==> src/core/van_line_consts.vh <==
// Purpose: constants for the line bit timing block
// Assumes: APB byte addresses, 32-bit data
// Notes:   timing counts are in prescaled clocks or timeslots
`ifndef VAN_LINE_CONSTS_VH
`define VAN_LINE_CONSTS_VH

`define OFS_CTRL        8'h00
`define OFS_CMD         8'h04
`define OFS_TX_DATA     8'h08
`define OFS_TX_LEN      8'h0c
`define OFS_STATUS      8'h10
`define OFS_RX_DATA     8'h14
`define OFS_RX_COUNT    8'h18
`define OFS_DIAG        8'h1c

`define CTRL_DIV_LSB    0
`define CTRL_SEL_LSB    4
`define CTRL_PULSED_BIT 6
`define CTRL_TYPE_LSB   7
`define CTRL_RESET      9'h000
`define CMD_START_BIT   0
`define CMD_ABORT_BIT   1
`define ST_ARB_BIT      0
`define ST_TXDONE_BIT   1
`define ST_RXDONE_BIT   2

`define SEL_AUTO        2'h3
`define TYPE_AUTONOMOUS 2'h0
`define TYPE_SYNC       2'h1
`define TYPE_SLAVE      2'h2

`define SLOT_TICKS      16
`define SAMPLE_SLOT     4'h8
`define PULSE_TICKS     4'h2
`define IFS_TICKS       64
`define IFS_TS          ((`IFS_TICKS + `SLOT_TICKS - 1) / `SLOT_TICKS)
`define EOF_TS          8
`define SOF_TS          10
`define SOF_PATTERN     10'h0f2
`define MIN_EDGE_TICKS  4'h8

`endif

==> src/core/van_line_bit_timing.v <==
// Purpose: VAN line layer: prescaler, input selection, line coding, SOF and bus access
// Assumes: osc_in and line inputs are synchronous to clk_sys_in
// Notes:   APB slave, zero wait states, answers in the access cycle
// Contract
// Timeslot clock is osc over sixteen times n
// Codes select powers of two, or times 1.5
// Clock output copies oscillator input, not inverted
// Three line inputs, one output, selectable
// Auto selection picks the most reliable input
// Recessive high, dominant low, own transmission heard
// Bitwise arbitration through the whole transmission
// Pulsed dominant is two-clock low pulse
// Pulsed receiver decodes edges, not levels
// Pulsed mode forces reception on input zero
// Pulsed mode loops transmitter back internally
// Timeslot is sixteen prescaled clocks
// Frame opens with start-of-frame sequence
// Only autonomous modules send start-of-frame
// Resync bit clock during received preamble
// Data follows the complete start sequence
// Enhanced Manchester: three NRZ, one Manchester
// Bus free after quiet EOF plus IFS
// IFS 64 clocks; zero accepted on receive
// Autonomous sends SOF; synchronous waits for preamble
// Configuration changes take effect between frames
//
// Implementation choices: the APB interface to the registers and the register offsets.
`timescale 1ns/1ps
`include "van_line_consts.vh"

module van_line_bit_timing (
	input  wire        clk_sys_in,
	input  wire        reset_in,
	input  wire        psel_in,
	input  wire        penable_in,
	input  wire        pwrite_in,
	input  wire [7:0]  paddr_in,
	input  wire [31:0] pwdata_in,
	output reg  [31:0] prdata_out,
	output reg         pready_out,
	output reg         pslverr_out,
	input  wire        osc_in,
	output reg         osc_drive_out,
	output reg         buffered_clock_out,
	output reg         timeslot_clock_out,
	input  wire        line_input_zero_in,
	input  wire        line_input_one_in,
	input  wire        line_input_two_in,
	output reg         line_tx_out
);

	localparam ST_IDLE   = 2'h0;
	localparam ST_SOF_TX = 2'h1;
	localparam ST_SOF_RX = 2'h2;
	localparam ST_FRAME  = 2'h3;

	function [8:0] edge_period;
		input [3:0] code;
		begin
			if (code[3])
				edge_period = 9'd3 << code[2:0];
			else
				edge_period = 9'd2 << code[2:0];
		end
	endfunction

	reg  [8:0]  ctrl_reg;
	reg  [31:0] tx_data_reg;
	reg  [5:0]  tx_len_reg;
	reg  [3:0]  div_act_reg;
	reg  [1:0]  sel_act_reg;
	reg         pulsed_act_reg;
	reg  [1:0]  type_act_reg;
	reg  [1:0]  best_reg;
	reg  [1:0]  state_reg;
	reg         osc_q_reg;
	reg  [8:0]  div_cnt_reg;
	reg  [3:0]  slot_cnt_reg;
	reg         rx_raw_reg;
	reg         rx_prev_reg;
	reg  [4:0]  hold_cnt_reg;
	reg         rx_sample_reg;
	reg  [7:0]  rec_cnt_reg;
	reg  [3:0]  ts_cnt_reg;
	reg  [1:0]  gp_reg;
	reg         half_reg;
	reg         tx_bit_reg;
	reg         tx_active_reg;
	reg         tx_pending_reg;
	reg         sync_armed_reg;
	reg  [31:0] tx_shift_reg;
	reg  [5:0]  tx_left_reg;
	reg  [31:0] rx_shift_reg;
	reg  [5:0]  rx_cnt_reg;
	reg  [31:0] rx_data_reg;
	reg  [5:0]  rx_count_reg;
	reg         arb_lost_reg;
	reg         tx_done_reg;
	reg         rx_done_reg;
	reg         line_tx_next;
	reg  [31:0] rdata_next;

	wire [2:0]  lines = {line_input_two_in, line_input_one_in, line_input_zero_in};
	wire        setup = psel_in & ~penable_in;
	wire        wr_en = psel_in & penable_in & pready_out & pwrite_in;
	wire        wr_cmd = wr_en && paddr_in == `OFS_CMD;
	wire        wr_stat = wr_en && paddr_in == `OFS_STATUS;
	wire        start_cmd = wr_cmd & pwdata_in[`CMD_START_BIT];
	wire        abort_cmd = wr_cmd & pwdata_in[`CMD_ABORT_BIT];
	wire        osc_edge = osc_in ^ osc_q_reg;
	wire        tick = osc_edge && div_cnt_reg == edge_period(div_act_reg) - 9'd1;
	wire        ts_end = tick && slot_cnt_reg == 4'hf;
	wire        sample_pt = tick && slot_cnt_reg == `SAMPLE_SLOT;
	wire [1:0]  sel_used = pulsed_act_reg ? 2'h0 : (sel_act_reg == `SEL_AUTO ? best_reg : sel_act_reg);
	wire        rx_level = pulsed_act_reg ? hold_cnt_reg == 5'd0 : rx_raw_reg;
	wire        rx_fall = rx_prev_reg & ~rx_raw_reg;
	wire        rx_edge = rx_prev_reg ^ rx_raw_reg;
	wire        bus_free = rec_cnt_reg >= `EOF_TS + `IFS_TS;
	wire        eof_seen = rx_sample_reg && rec_cnt_reg >= `EOF_TS - 1;
	wire        data_slot = !(gp_reg == 2'h3 && !half_reg);
	wire        majority = (lines[0] & lines[1]) | (lines[1] & lines[2]) | (lines[0] & lines[2]);
	wire [23:0] err_all;
	wire [9:0]  sof_pattern = `SOF_PATTERN;

	// Each input is scored against the other two and against the bit timing
	genvar gi;
	generate
		for (gi = 0; gi < 3; gi = gi + 1) begin : diag
			reg [7:0] err_cnt_reg;
			reg [3:0] spacing_reg;
			reg       last_reg;
			wire      in_edge = lines[gi] ^ last_reg;
			wire      bad = (sample_pt && lines[gi] != majority) ||
			                (in_edge && spacing_reg < `MIN_EDGE_TICKS);
			always @(posedge clk_sys_in) begin
				if (reset_in) begin
					err_cnt_reg <= 8'h00;
					spacing_reg <= 4'hf;
					last_reg    <= 1'b1;
				end else begin
					last_reg <= lines[gi];
					if (in_edge)
						spacing_reg <= 4'h0;
					else if (tick && spacing_reg != 4'hf)
						spacing_reg <= spacing_reg + 4'h1;
					if (state_reg == ST_FRAME && ts_end && eof_seen)
						err_cnt_reg <= {1'b0, err_cnt_reg[7:1]};
					else if (bad && err_cnt_reg != 8'hff)
						err_cnt_reg <= err_cnt_reg + 8'h01;
				end
			end
			assign err_all[gi*8 +: 8] = err_cnt_reg;
		end
	endgenerate

	always @* begin
		if (pulsed_act_reg)
			line_tx_next = tx_bit_reg | (slot_cnt_reg >= `PULSE_TICKS);
		else
			line_tx_next = tx_bit_reg;
	end

	always @* begin
		case (paddr_in)
		`OFS_CTRL:     rdata_next = {23'h000000, ctrl_reg};
		`OFS_TX_DATA:  rdata_next = tx_data_reg;
		`OFS_TX_LEN:   rdata_next = {26'h0000000, tx_len_reg};
		`OFS_STATUS:   rdata_next = {21'h000000, state_reg, sel_used, state_reg != ST_IDLE, bus_free,
		                             tx_active_reg, tx_pending_reg, rx_done_reg, tx_done_reg, arb_lost_reg};
		`OFS_RX_DATA:  rdata_next = rx_data_reg;
		`OFS_RX_COUNT: rdata_next = {26'h0000000, rx_count_reg};
		`OFS_DIAG:     rdata_next = {8'h00, err_all};
		default:       rdata_next = 32'h00000000;
		endcase
	end

	// Register slave: data is prepared in setup so the access cycle answers at once
	always @(posedge clk_sys_in) begin
		if (reset_in) begin
			ctrl_reg    <= `CTRL_RESET;
			tx_data_reg <= 32'h00000000;
			tx_len_reg  <= 6'h00;
			prdata_out  <= 32'h00000000;
			pready_out  <= 1'b0;
			pslverr_out <= 1'b0;
		end else begin
			pready_out  <= setup;
			pslverr_out <= setup && (paddr_in[1:0] != 2'h0 || paddr_in > `OFS_DIAG);
			if (setup)
				prdata_out <= rdata_next;
			if (wr_en && paddr_in == `OFS_CTRL)
				ctrl_reg <= pwdata_in[8:0];
			if (wr_en && paddr_in == `OFS_TX_DATA)
				tx_data_reg <= pwdata_in;
			if (wr_en && paddr_in == `OFS_TX_LEN)
				tx_len_reg <= pwdata_in[5:0];
		end
	end

	// Pins and prescaler
	always @(posedge clk_sys_in) begin
		if (reset_in) begin
			osc_q_reg          <= 1'b0;
			osc_drive_out      <= 1'b1;
			buffered_clock_out <= 1'b0;
			timeslot_clock_out <= 1'b0;
			line_tx_out        <= 1'b1;
			div_cnt_reg        <= 9'h000;
			slot_cnt_reg       <= 4'h0;
		end else begin
			osc_q_reg          <= osc_in;
			osc_drive_out      <= ~osc_in;
			buffered_clock_out <= osc_in;
			timeslot_clock_out <= ts_end;
			line_tx_out        <= line_tx_next;
			if (state_reg == ST_SOF_RX && rx_edge) begin
				div_cnt_reg  <= 9'h000;
				slot_cnt_reg <= 4'h0;
			end else if (tick) begin
				div_cnt_reg  <= 9'h000;
				slot_cnt_reg <= slot_cnt_reg + 4'h1;
			end else if (osc_edge) begin
				div_cnt_reg <= div_cnt_reg + 9'h001;
			end
		end
	end

	// Receive path; pulsed mode stretches each falling edge into a dominant timeslot
	always @(posedge clk_sys_in) begin
		if (reset_in) begin
			rx_raw_reg    <= 1'b1;
			rx_prev_reg   <= 1'b1;
			hold_cnt_reg  <= 5'h00;
			rx_sample_reg <= 1'b1;
		end else begin
			if (pulsed_act_reg)
				rx_raw_reg <= lines[0] & line_tx_out;
			else
				rx_raw_reg <= lines[sel_used];
			rx_prev_reg <= rx_raw_reg;
			if (rx_fall)
				hold_cnt_reg <= 5'd16;
			else if (tick && hold_cnt_reg != 5'h00)
				hold_cnt_reg <= hold_cnt_reg - 5'h01;
			if (sample_pt)
				rx_sample_reg <= rx_level;
		end
	end

	// Frame sequencing, transmission and arbitration
	always @(posedge clk_sys_in) begin
		if (reset_in) begin
			div_act_reg    <= 4'h0;
			sel_act_reg    <= 2'h0;
			pulsed_act_reg <= 1'b0;
			type_act_reg   <= `TYPE_AUTONOMOUS;
			best_reg       <= 2'h0;
			state_reg      <= ST_IDLE;
			rec_cnt_reg    <= 8'h00;
			ts_cnt_reg     <= 4'h0;
			gp_reg         <= 2'h0;
			half_reg       <= 1'b0;
			tx_bit_reg     <= 1'b1;
			tx_active_reg  <= 1'b0;
			tx_pending_reg <= 1'b0;
			sync_armed_reg <= 1'b0;
			tx_shift_reg   <= 32'h00000000;
			tx_left_reg    <= 6'h00;
			rx_shift_reg   <= 32'h00000000;
			rx_cnt_reg     <= 6'h00;
			rx_data_reg    <= 32'h00000000;
			rx_count_reg   <= 6'h00;
			arb_lost_reg   <= 1'b0;
			tx_done_reg    <= 1'b0;
			rx_done_reg    <= 1'b0;
		end else begin
			if (wr_stat) begin
				arb_lost_reg <= arb_lost_reg & ~pwdata_in[`ST_ARB_BIT];
				tx_done_reg  <= tx_done_reg & ~pwdata_in[`ST_TXDONE_BIT];
				rx_done_reg  <= rx_done_reg & ~pwdata_in[`ST_RXDONE_BIT];
			end
			if (abort_cmd && !tx_active_reg)
				tx_pending_reg <= 1'b0;
			if (start_cmd && !tx_active_reg)
				tx_pending_reg <= 1'b1;
			if (state_reg == ST_IDLE) begin
				div_act_reg    <= ctrl_reg[`CTRL_DIV_LSB +: 4];
				sel_act_reg    <= ctrl_reg[`CTRL_SEL_LSB +: 2];
				pulsed_act_reg <= ctrl_reg[`CTRL_PULSED_BIT];
				type_act_reg   <= ctrl_reg[`CTRL_TYPE_LSB +: 2];
				if (err_all[7:0] <= err_all[15:8] && err_all[7:0] <= err_all[23:16])
					best_reg <= 2'h0;
				else if (err_all[15:8] <= err_all[23:16])
					best_reg <= 2'h1;
				else
					best_reg <= 2'h2;
			end
			if (ts_end) begin
				if (rx_sample_reg && rec_cnt_reg != 8'hff)
					rec_cnt_reg <= rec_cnt_reg + 8'h01;
				else if (!rx_sample_reg)
					rec_cnt_reg <= 8'h00;
			end
			case (state_reg)
			ST_IDLE: begin
				if (tx_pending_reg && bus_free && type_act_reg == `TYPE_SYNC)
					sync_armed_reg <= 1'b1;
				if (rx_fall) begin
					state_reg  <= ST_SOF_RX;
					ts_cnt_reg <= 4'h0;
				end else if (ts_end && tx_pending_reg && bus_free && type_act_reg == `TYPE_AUTONOMOUS) begin
					state_reg  <= ST_SOF_TX;
					ts_cnt_reg <= 4'h0;
					tx_bit_reg <= sof_pattern[`SOF_TS - 1];
				end
			end
			ST_SOF_TX, ST_SOF_RX: begin
				if (ts_end) begin
					ts_cnt_reg <= ts_cnt_reg + 4'h1;
					if (ts_cnt_reg == `SOF_TS - 1) begin
						state_reg     <= ST_FRAME;
						gp_reg        <= 2'h0;
						half_reg      <= 1'b0;
						rx_cnt_reg    <= 6'h00;
						tx_shift_reg  <= tx_data_reg;
						tx_left_reg   <= tx_len_reg;
						// Sync modules start only if they saw the bus free first
						tx_active_reg <= tx_pending_reg && tx_len_reg != 6'h00 &&
						                 (type_act_reg != `TYPE_SYNC || sync_armed_reg);
						tx_bit_reg    <= !(tx_pending_reg && tx_len_reg != 6'h00 &&
						                   (type_act_reg != `TYPE_SYNC || sync_armed_reg)) | tx_data_reg[31];
					end else if (state_reg == ST_SOF_TX) begin
						tx_bit_reg <= sof_pattern[`SOF_TS - 2 - ts_cnt_reg];
					end
				end
			end
			ST_FRAME: begin
				if (ts_end) begin
					if (data_slot && rx_cnt_reg != 6'h3f) begin
						rx_shift_reg <= {rx_shift_reg[30:0], rx_sample_reg};
						rx_cnt_reg   <= rx_cnt_reg + 6'h01;
					end
					if (gp_reg == 2'h3 && !half_reg) begin
						half_reg <= 1'b1;
					end else begin
						half_reg <= 1'b0;
						gp_reg   <= gp_reg + 2'h1;
					end
					if (eof_seen) begin
						state_reg      <= ST_IDLE;
						rx_data_reg    <= rx_shift_reg;
						rx_count_reg   <= rx_cnt_reg;
						rx_done_reg    <= 1'b1;
						tx_active_reg  <= 1'b0;
						tx_bit_reg     <= 1'b1;
						sync_armed_reg <= 1'b0;
					end else if (tx_active_reg) begin
						if (tx_bit_reg && !rx_sample_reg) begin
							// Losing keeps the request pending for the next free bus
							tx_active_reg <= 1'b0;
							tx_bit_reg    <= 1'b1;
							arb_lost_reg  <= 1'b1;
						end else if (!data_slot) begin
							tx_bit_reg <= ~tx_bit_reg;
						end else if (tx_left_reg == 6'h01) begin
							tx_active_reg  <= 1'b0;
							tx_bit_reg     <= 1'b1;
							tx_done_reg    <= 1'b1;
							tx_pending_reg <= start_cmd;
							sync_armed_reg <= 1'b0;
						end else begin
							tx_shift_reg <= {tx_shift_reg[30:0], 1'b0};
							tx_left_reg  <= tx_left_reg - 6'h01;
							tx_bit_reg   <= tx_shift_reg[30];
						end
					end
				end
			end
			default: state_reg <= ST_IDLE;
			endcase
		end
	end

endmodule

==> config.mk <==
export PLATFORM = sky130hd
export DESIGN_NAME = van_line_bit_timing
export DESIGN_NICKNAME = d
export VERILOG_FILES = /design/src/core/van_line_bit_timing.v
export VERILOG_INCLUDE_DIRS = /design/src /design/src/core
export SDC_FILE = /design/constraint.sdc
export NUM_CORES = 1
export LEC_CHECK = 0
export ABC_CLOCK_PERIOD_IN_PS = 10600
export BUFFER_PORTS_ARGS = -buffer_cell sky130_fd_sc_hd__clkbuf_2
export CAP_MARGIN = 20
export CORE_ASPECT_RATIO = 0.8
export CORE_MARGIN = 2
export CORE_UTILIZATION = 50
export DETAILED_ROUTE_END_ITERATION = 10
export PLACE_DENSITY = 0.75
export REMOVE_ABC_BUFFERS = 1
export SYNTH_ARGS = -nofsm -noshare
export SYNTH_HDL_FRONTEND = slang
export SYNTH_SLANG_ARGS = --single-unit
==> constraint.sdc <==
create_clock -name clk_sys_in -period 10.6 [get_ports clk_sys_in]
set_input_delay 1.06 -clock clk_sys_in [delete_from_list [all_inputs] [get_ports clk_sys_in]]
set_output_delay 1.06 -clock clk_sys_in [all_outputs]
set_load 0.005 [all_outputs]
==> metrics.md <==
| Metric | Value |
|---|---|
| Synth Flop Type | `dfxtp_1` |
| Status | `complete, no violations` |
| Die width | `193 um` |
| CTS tree | `built` |
| Worst Path Buf+Inv | `2` |
| Initial Utilization | `50.7%` |
| Worst path slowest cell | `or4b_4` |
| Simple-gate area share of the yosys netlist | `22.3%` |
| Max_cap viols | `0` |
| Wirelength, routed | `37.6 mm` |
| Die H | `156 um` |
| Largest net degree at the start of global routing | `97` |
| Vias in the first global route | `11900` |
| Post-route design area | `16000 um^2` |
| Vias per std cell | `5.83` |
| Global-route usage over all layers | `24.3%` |
| Max-slew headroom | `29.9%` |
| Placed Cells | `2097` |
| WS Path Type | `reg2reg` |
| Part of the cycle the worst path needs | `42.1%` |
| CP arrival | `4930 ps` |
| Slew @ Worst Pin | `1050 ps` |
| Reg2reg path depth | `12` |
| Setup Viol. Count Final | `0` |
| Hold-fix buffers, CTS | `0` |
| Slew Limit Fails | `0` |
| Clk sinks | `293` |
| Worst Hold Depth | `2` |
| Crit path max fanout | `27` |
| Post-CTS sizing | `0` |
| Critical path data required time | `11070 ps` |
| Total power draw | `2.47 mW` |
| CTS H-Tree Depth | `1` |
| Compound-Gate Fraction of Synth Area | `18.5%` |
| Cell Area, Placed | `14900 um^2` |
| Setup bufs post-CTS | `0` |
| Dpl hpwl | `25.3 mm` |
| Seq/Total Area, Yosys | `40.9%` |
| Diodes inserted | `0` |
| Fraction of synthesized area in multiplexers | `6.17%` |
| FFs w/ async S/R, synth | `0%` |
| Top delay family on crit path | `simple AND/OR/NAND/NOR gates` |
| Post-Syn Area | `14300 um^2` |
| Final worst slack | `6140 ps` |
| FMAX | `0.224 GHz` |
| Leak | `5.73 nW` |
| # IOs | `87` |
| Yosys reg bits | `293` |
| Layout area overhead | `11.7%` |
| Clock-pin slew on the worst setup and hold paths | `70 ps` |
| Setup crit start kind | `register` |
| Commonest non-fill, non-tap cells in the layout | `dfxtp_1, nand2_1, a21oi_1` |
| Setup TNS Final | `0 ps` |
| Synth warn | `0` |
| Drt wl/cell | `17.5 um` |
| Die ar. | `30100 um^2` |
| Antenna violations before repair | `0` |
| Row Count | `55` |
| Non-Filler Instances | `2154` |
| PortBufs | `86` |
| Setup crit end kind | `register` |
| Tmin final | `4460 ps` |
| First-pass GRT wire length | `61.1 mm` |
| Post-DRT Antenna Nets | `0` |
| Largest family of logic cells by synthesized area | `simple AND/OR/NAND/NOR gates` |
| Mean Syn Cell Area | `8.24 um^2` |
| GPL Wtd Cong | `0.847` |
| DRT Pass-1 Iters | `8` |
| Final core occ | `56.6%` |
| Maximum buffer depth of the clock tree | `3` |
| Clk_lat worst skew | `560 ps` |
| Commonest non-fill, non-tap cell in the layout | `dfxtp_1` |
| Adder-cell share of the synthesized area | `4.62%` |
| Number of synthesized flops with an enable pin | `0` |
| DP Worst Slack | `5390 ps` |
| Via count | `12600` |
| Pwr Density | `154 nW/um^2` |
| WP depth | `12` |
| RSZ-0062 raised after global routing | `no` |
| Cts bufs inserted | `29` |
| Critical path, cell by cell | `or4b_4, ha_1, nor4b_1, a41oi_1, mux2i_1, o211ai_2, buf_8, nor3_4, nand3_1, buf_16, o311a_1, nor3_1` |
| Worst hold margin | `452 ps` |
| XOR/XNOR Fraction of Synth Area | `2.85%` |
| Library cells used by synthesis | `86` |
| Min-Delay Path Class | `reg2reg` |
| Total gr overflow | `0` |
| Final Hold Viols | `0` |
| Layout Skew | `20.2 ps` |
| Crit path largest cell delay | `620 ps` |
| Iter 0 DRT Violations | `1046` |
| Highest ir drop seen on vdd | `0.000113 V` |
| DRC Markers | `0` |
| Syn Inst Count | `1740` |
| CTS Root Cell | `clkbuf_16` |
| Share of post-route cells with drive strength above 1 | `11.3%` |
| Core area | `28300 um^2` |
| # fillers | `2567` |
| Total Nets Final | `1864` |
==> synthesized netlist by cell type, types with 6 or more instances <==
cell / number / area [um^2]
a31oi_1: 8 / 50.1
o21ai_0: 44 / 220
nand2b_1: 18 / 113
a21o_1: 11 / 82.6
nand4_1: 25 / 156
o21a_1: 7 / 52.6
xnor2_1: 19 / 166
dfxtp_1: 293 / 5870
a211oi_1: 54 / 405
o21ai_1: 9 / 45.0
or4_1: 6 / 45.0
nor2_1: 194 / 728
nor2b_1: 10 / 62.6
and3_1: 20 / 125
clkbuf_1: 85 / 319
mux2i_1: 67 / 671
and2_1: 7 / 43.8
a21oi_1: 203 / 1020
nand3b_1: 8 / 60.1
mux2_2: 8 / 90.1
nand3_1: 44 / 220
a22oi_1: 19 / 143
ha_1: 53 / 663
buf_2: 18 / 90.1
xor2_1: 25 / 219
nor3_1: 27 / 135
nand2_1: 274 / 1030
inv_1: 50 / 188
a222oi_1: 15 / 150
==> worst paths after layout <==
path	from	endpoint	slack (ps)
min	rx_count_reg[0]	rx_count_reg[0]	450
max	div_act_reg[0]	diag[2].err_cnt_reg[6]	6140
max reg2reg	div_act_reg[0]	diag[2].err_cnt_reg[6]	6140
min reg2reg	rx_count_reg[0]	rx_count_reg[0]	450
==> worst min-delay path, stage by stage (launching register included) <==
cell and delay (ps):
dfxtp_1 310, nand2_1 50, a21oi_1 50
==> logic make-up (layout without fill, tap and decap cells) <==
group / after synthesis / in the layout
AND/OR/NAND/NOR: 685 / 685
buffers and inverters: 163 / 207
multiplexers: 81 / 81
adder cells (fa/ha/maj): 53 / 53
AO/OA/AOI/OAI: 420 / 420
flip-flops: 293 / 293
XOR/XNOR: 45 / 45
==> final cells by class <==
type | instances | area, um^2 | area share [%]
Multi-Input combinational cell | 1284 | 7850 | 49.0
Sequential cell | 293 | 5870 | 36.6
Clock buffer | 40 | 827 | 5.16
Timing Repair Buffer | 104 | 614 | 3.83
Tap cell | 370 | 463 | 2.89
Clock inverter | 13 | 211 | 1.32
Inverter | 50 | 188 | 1.17
==> where the power goes <==
part | internal [mW] | switching [mW] | leakage (nW)
combinational | 0.0769 | 0.136 | 2.86
sequential | 1.12 | 0.0222 | 2.37
clock | 0.669 | 0.445 | 0.506
total | 1.86 | 0.603 | 5.73
==> routing by layer <==
metal | wire length (um) | global-route usage (%)
met1 | 17400 | 34.5
met2 | 16800 | 39.2
met3 | 2650 | 3.10
met4 | 709 | 6.18
met5 | 0 | 0
Note: power is estimated with default switching activity, not from simulation.
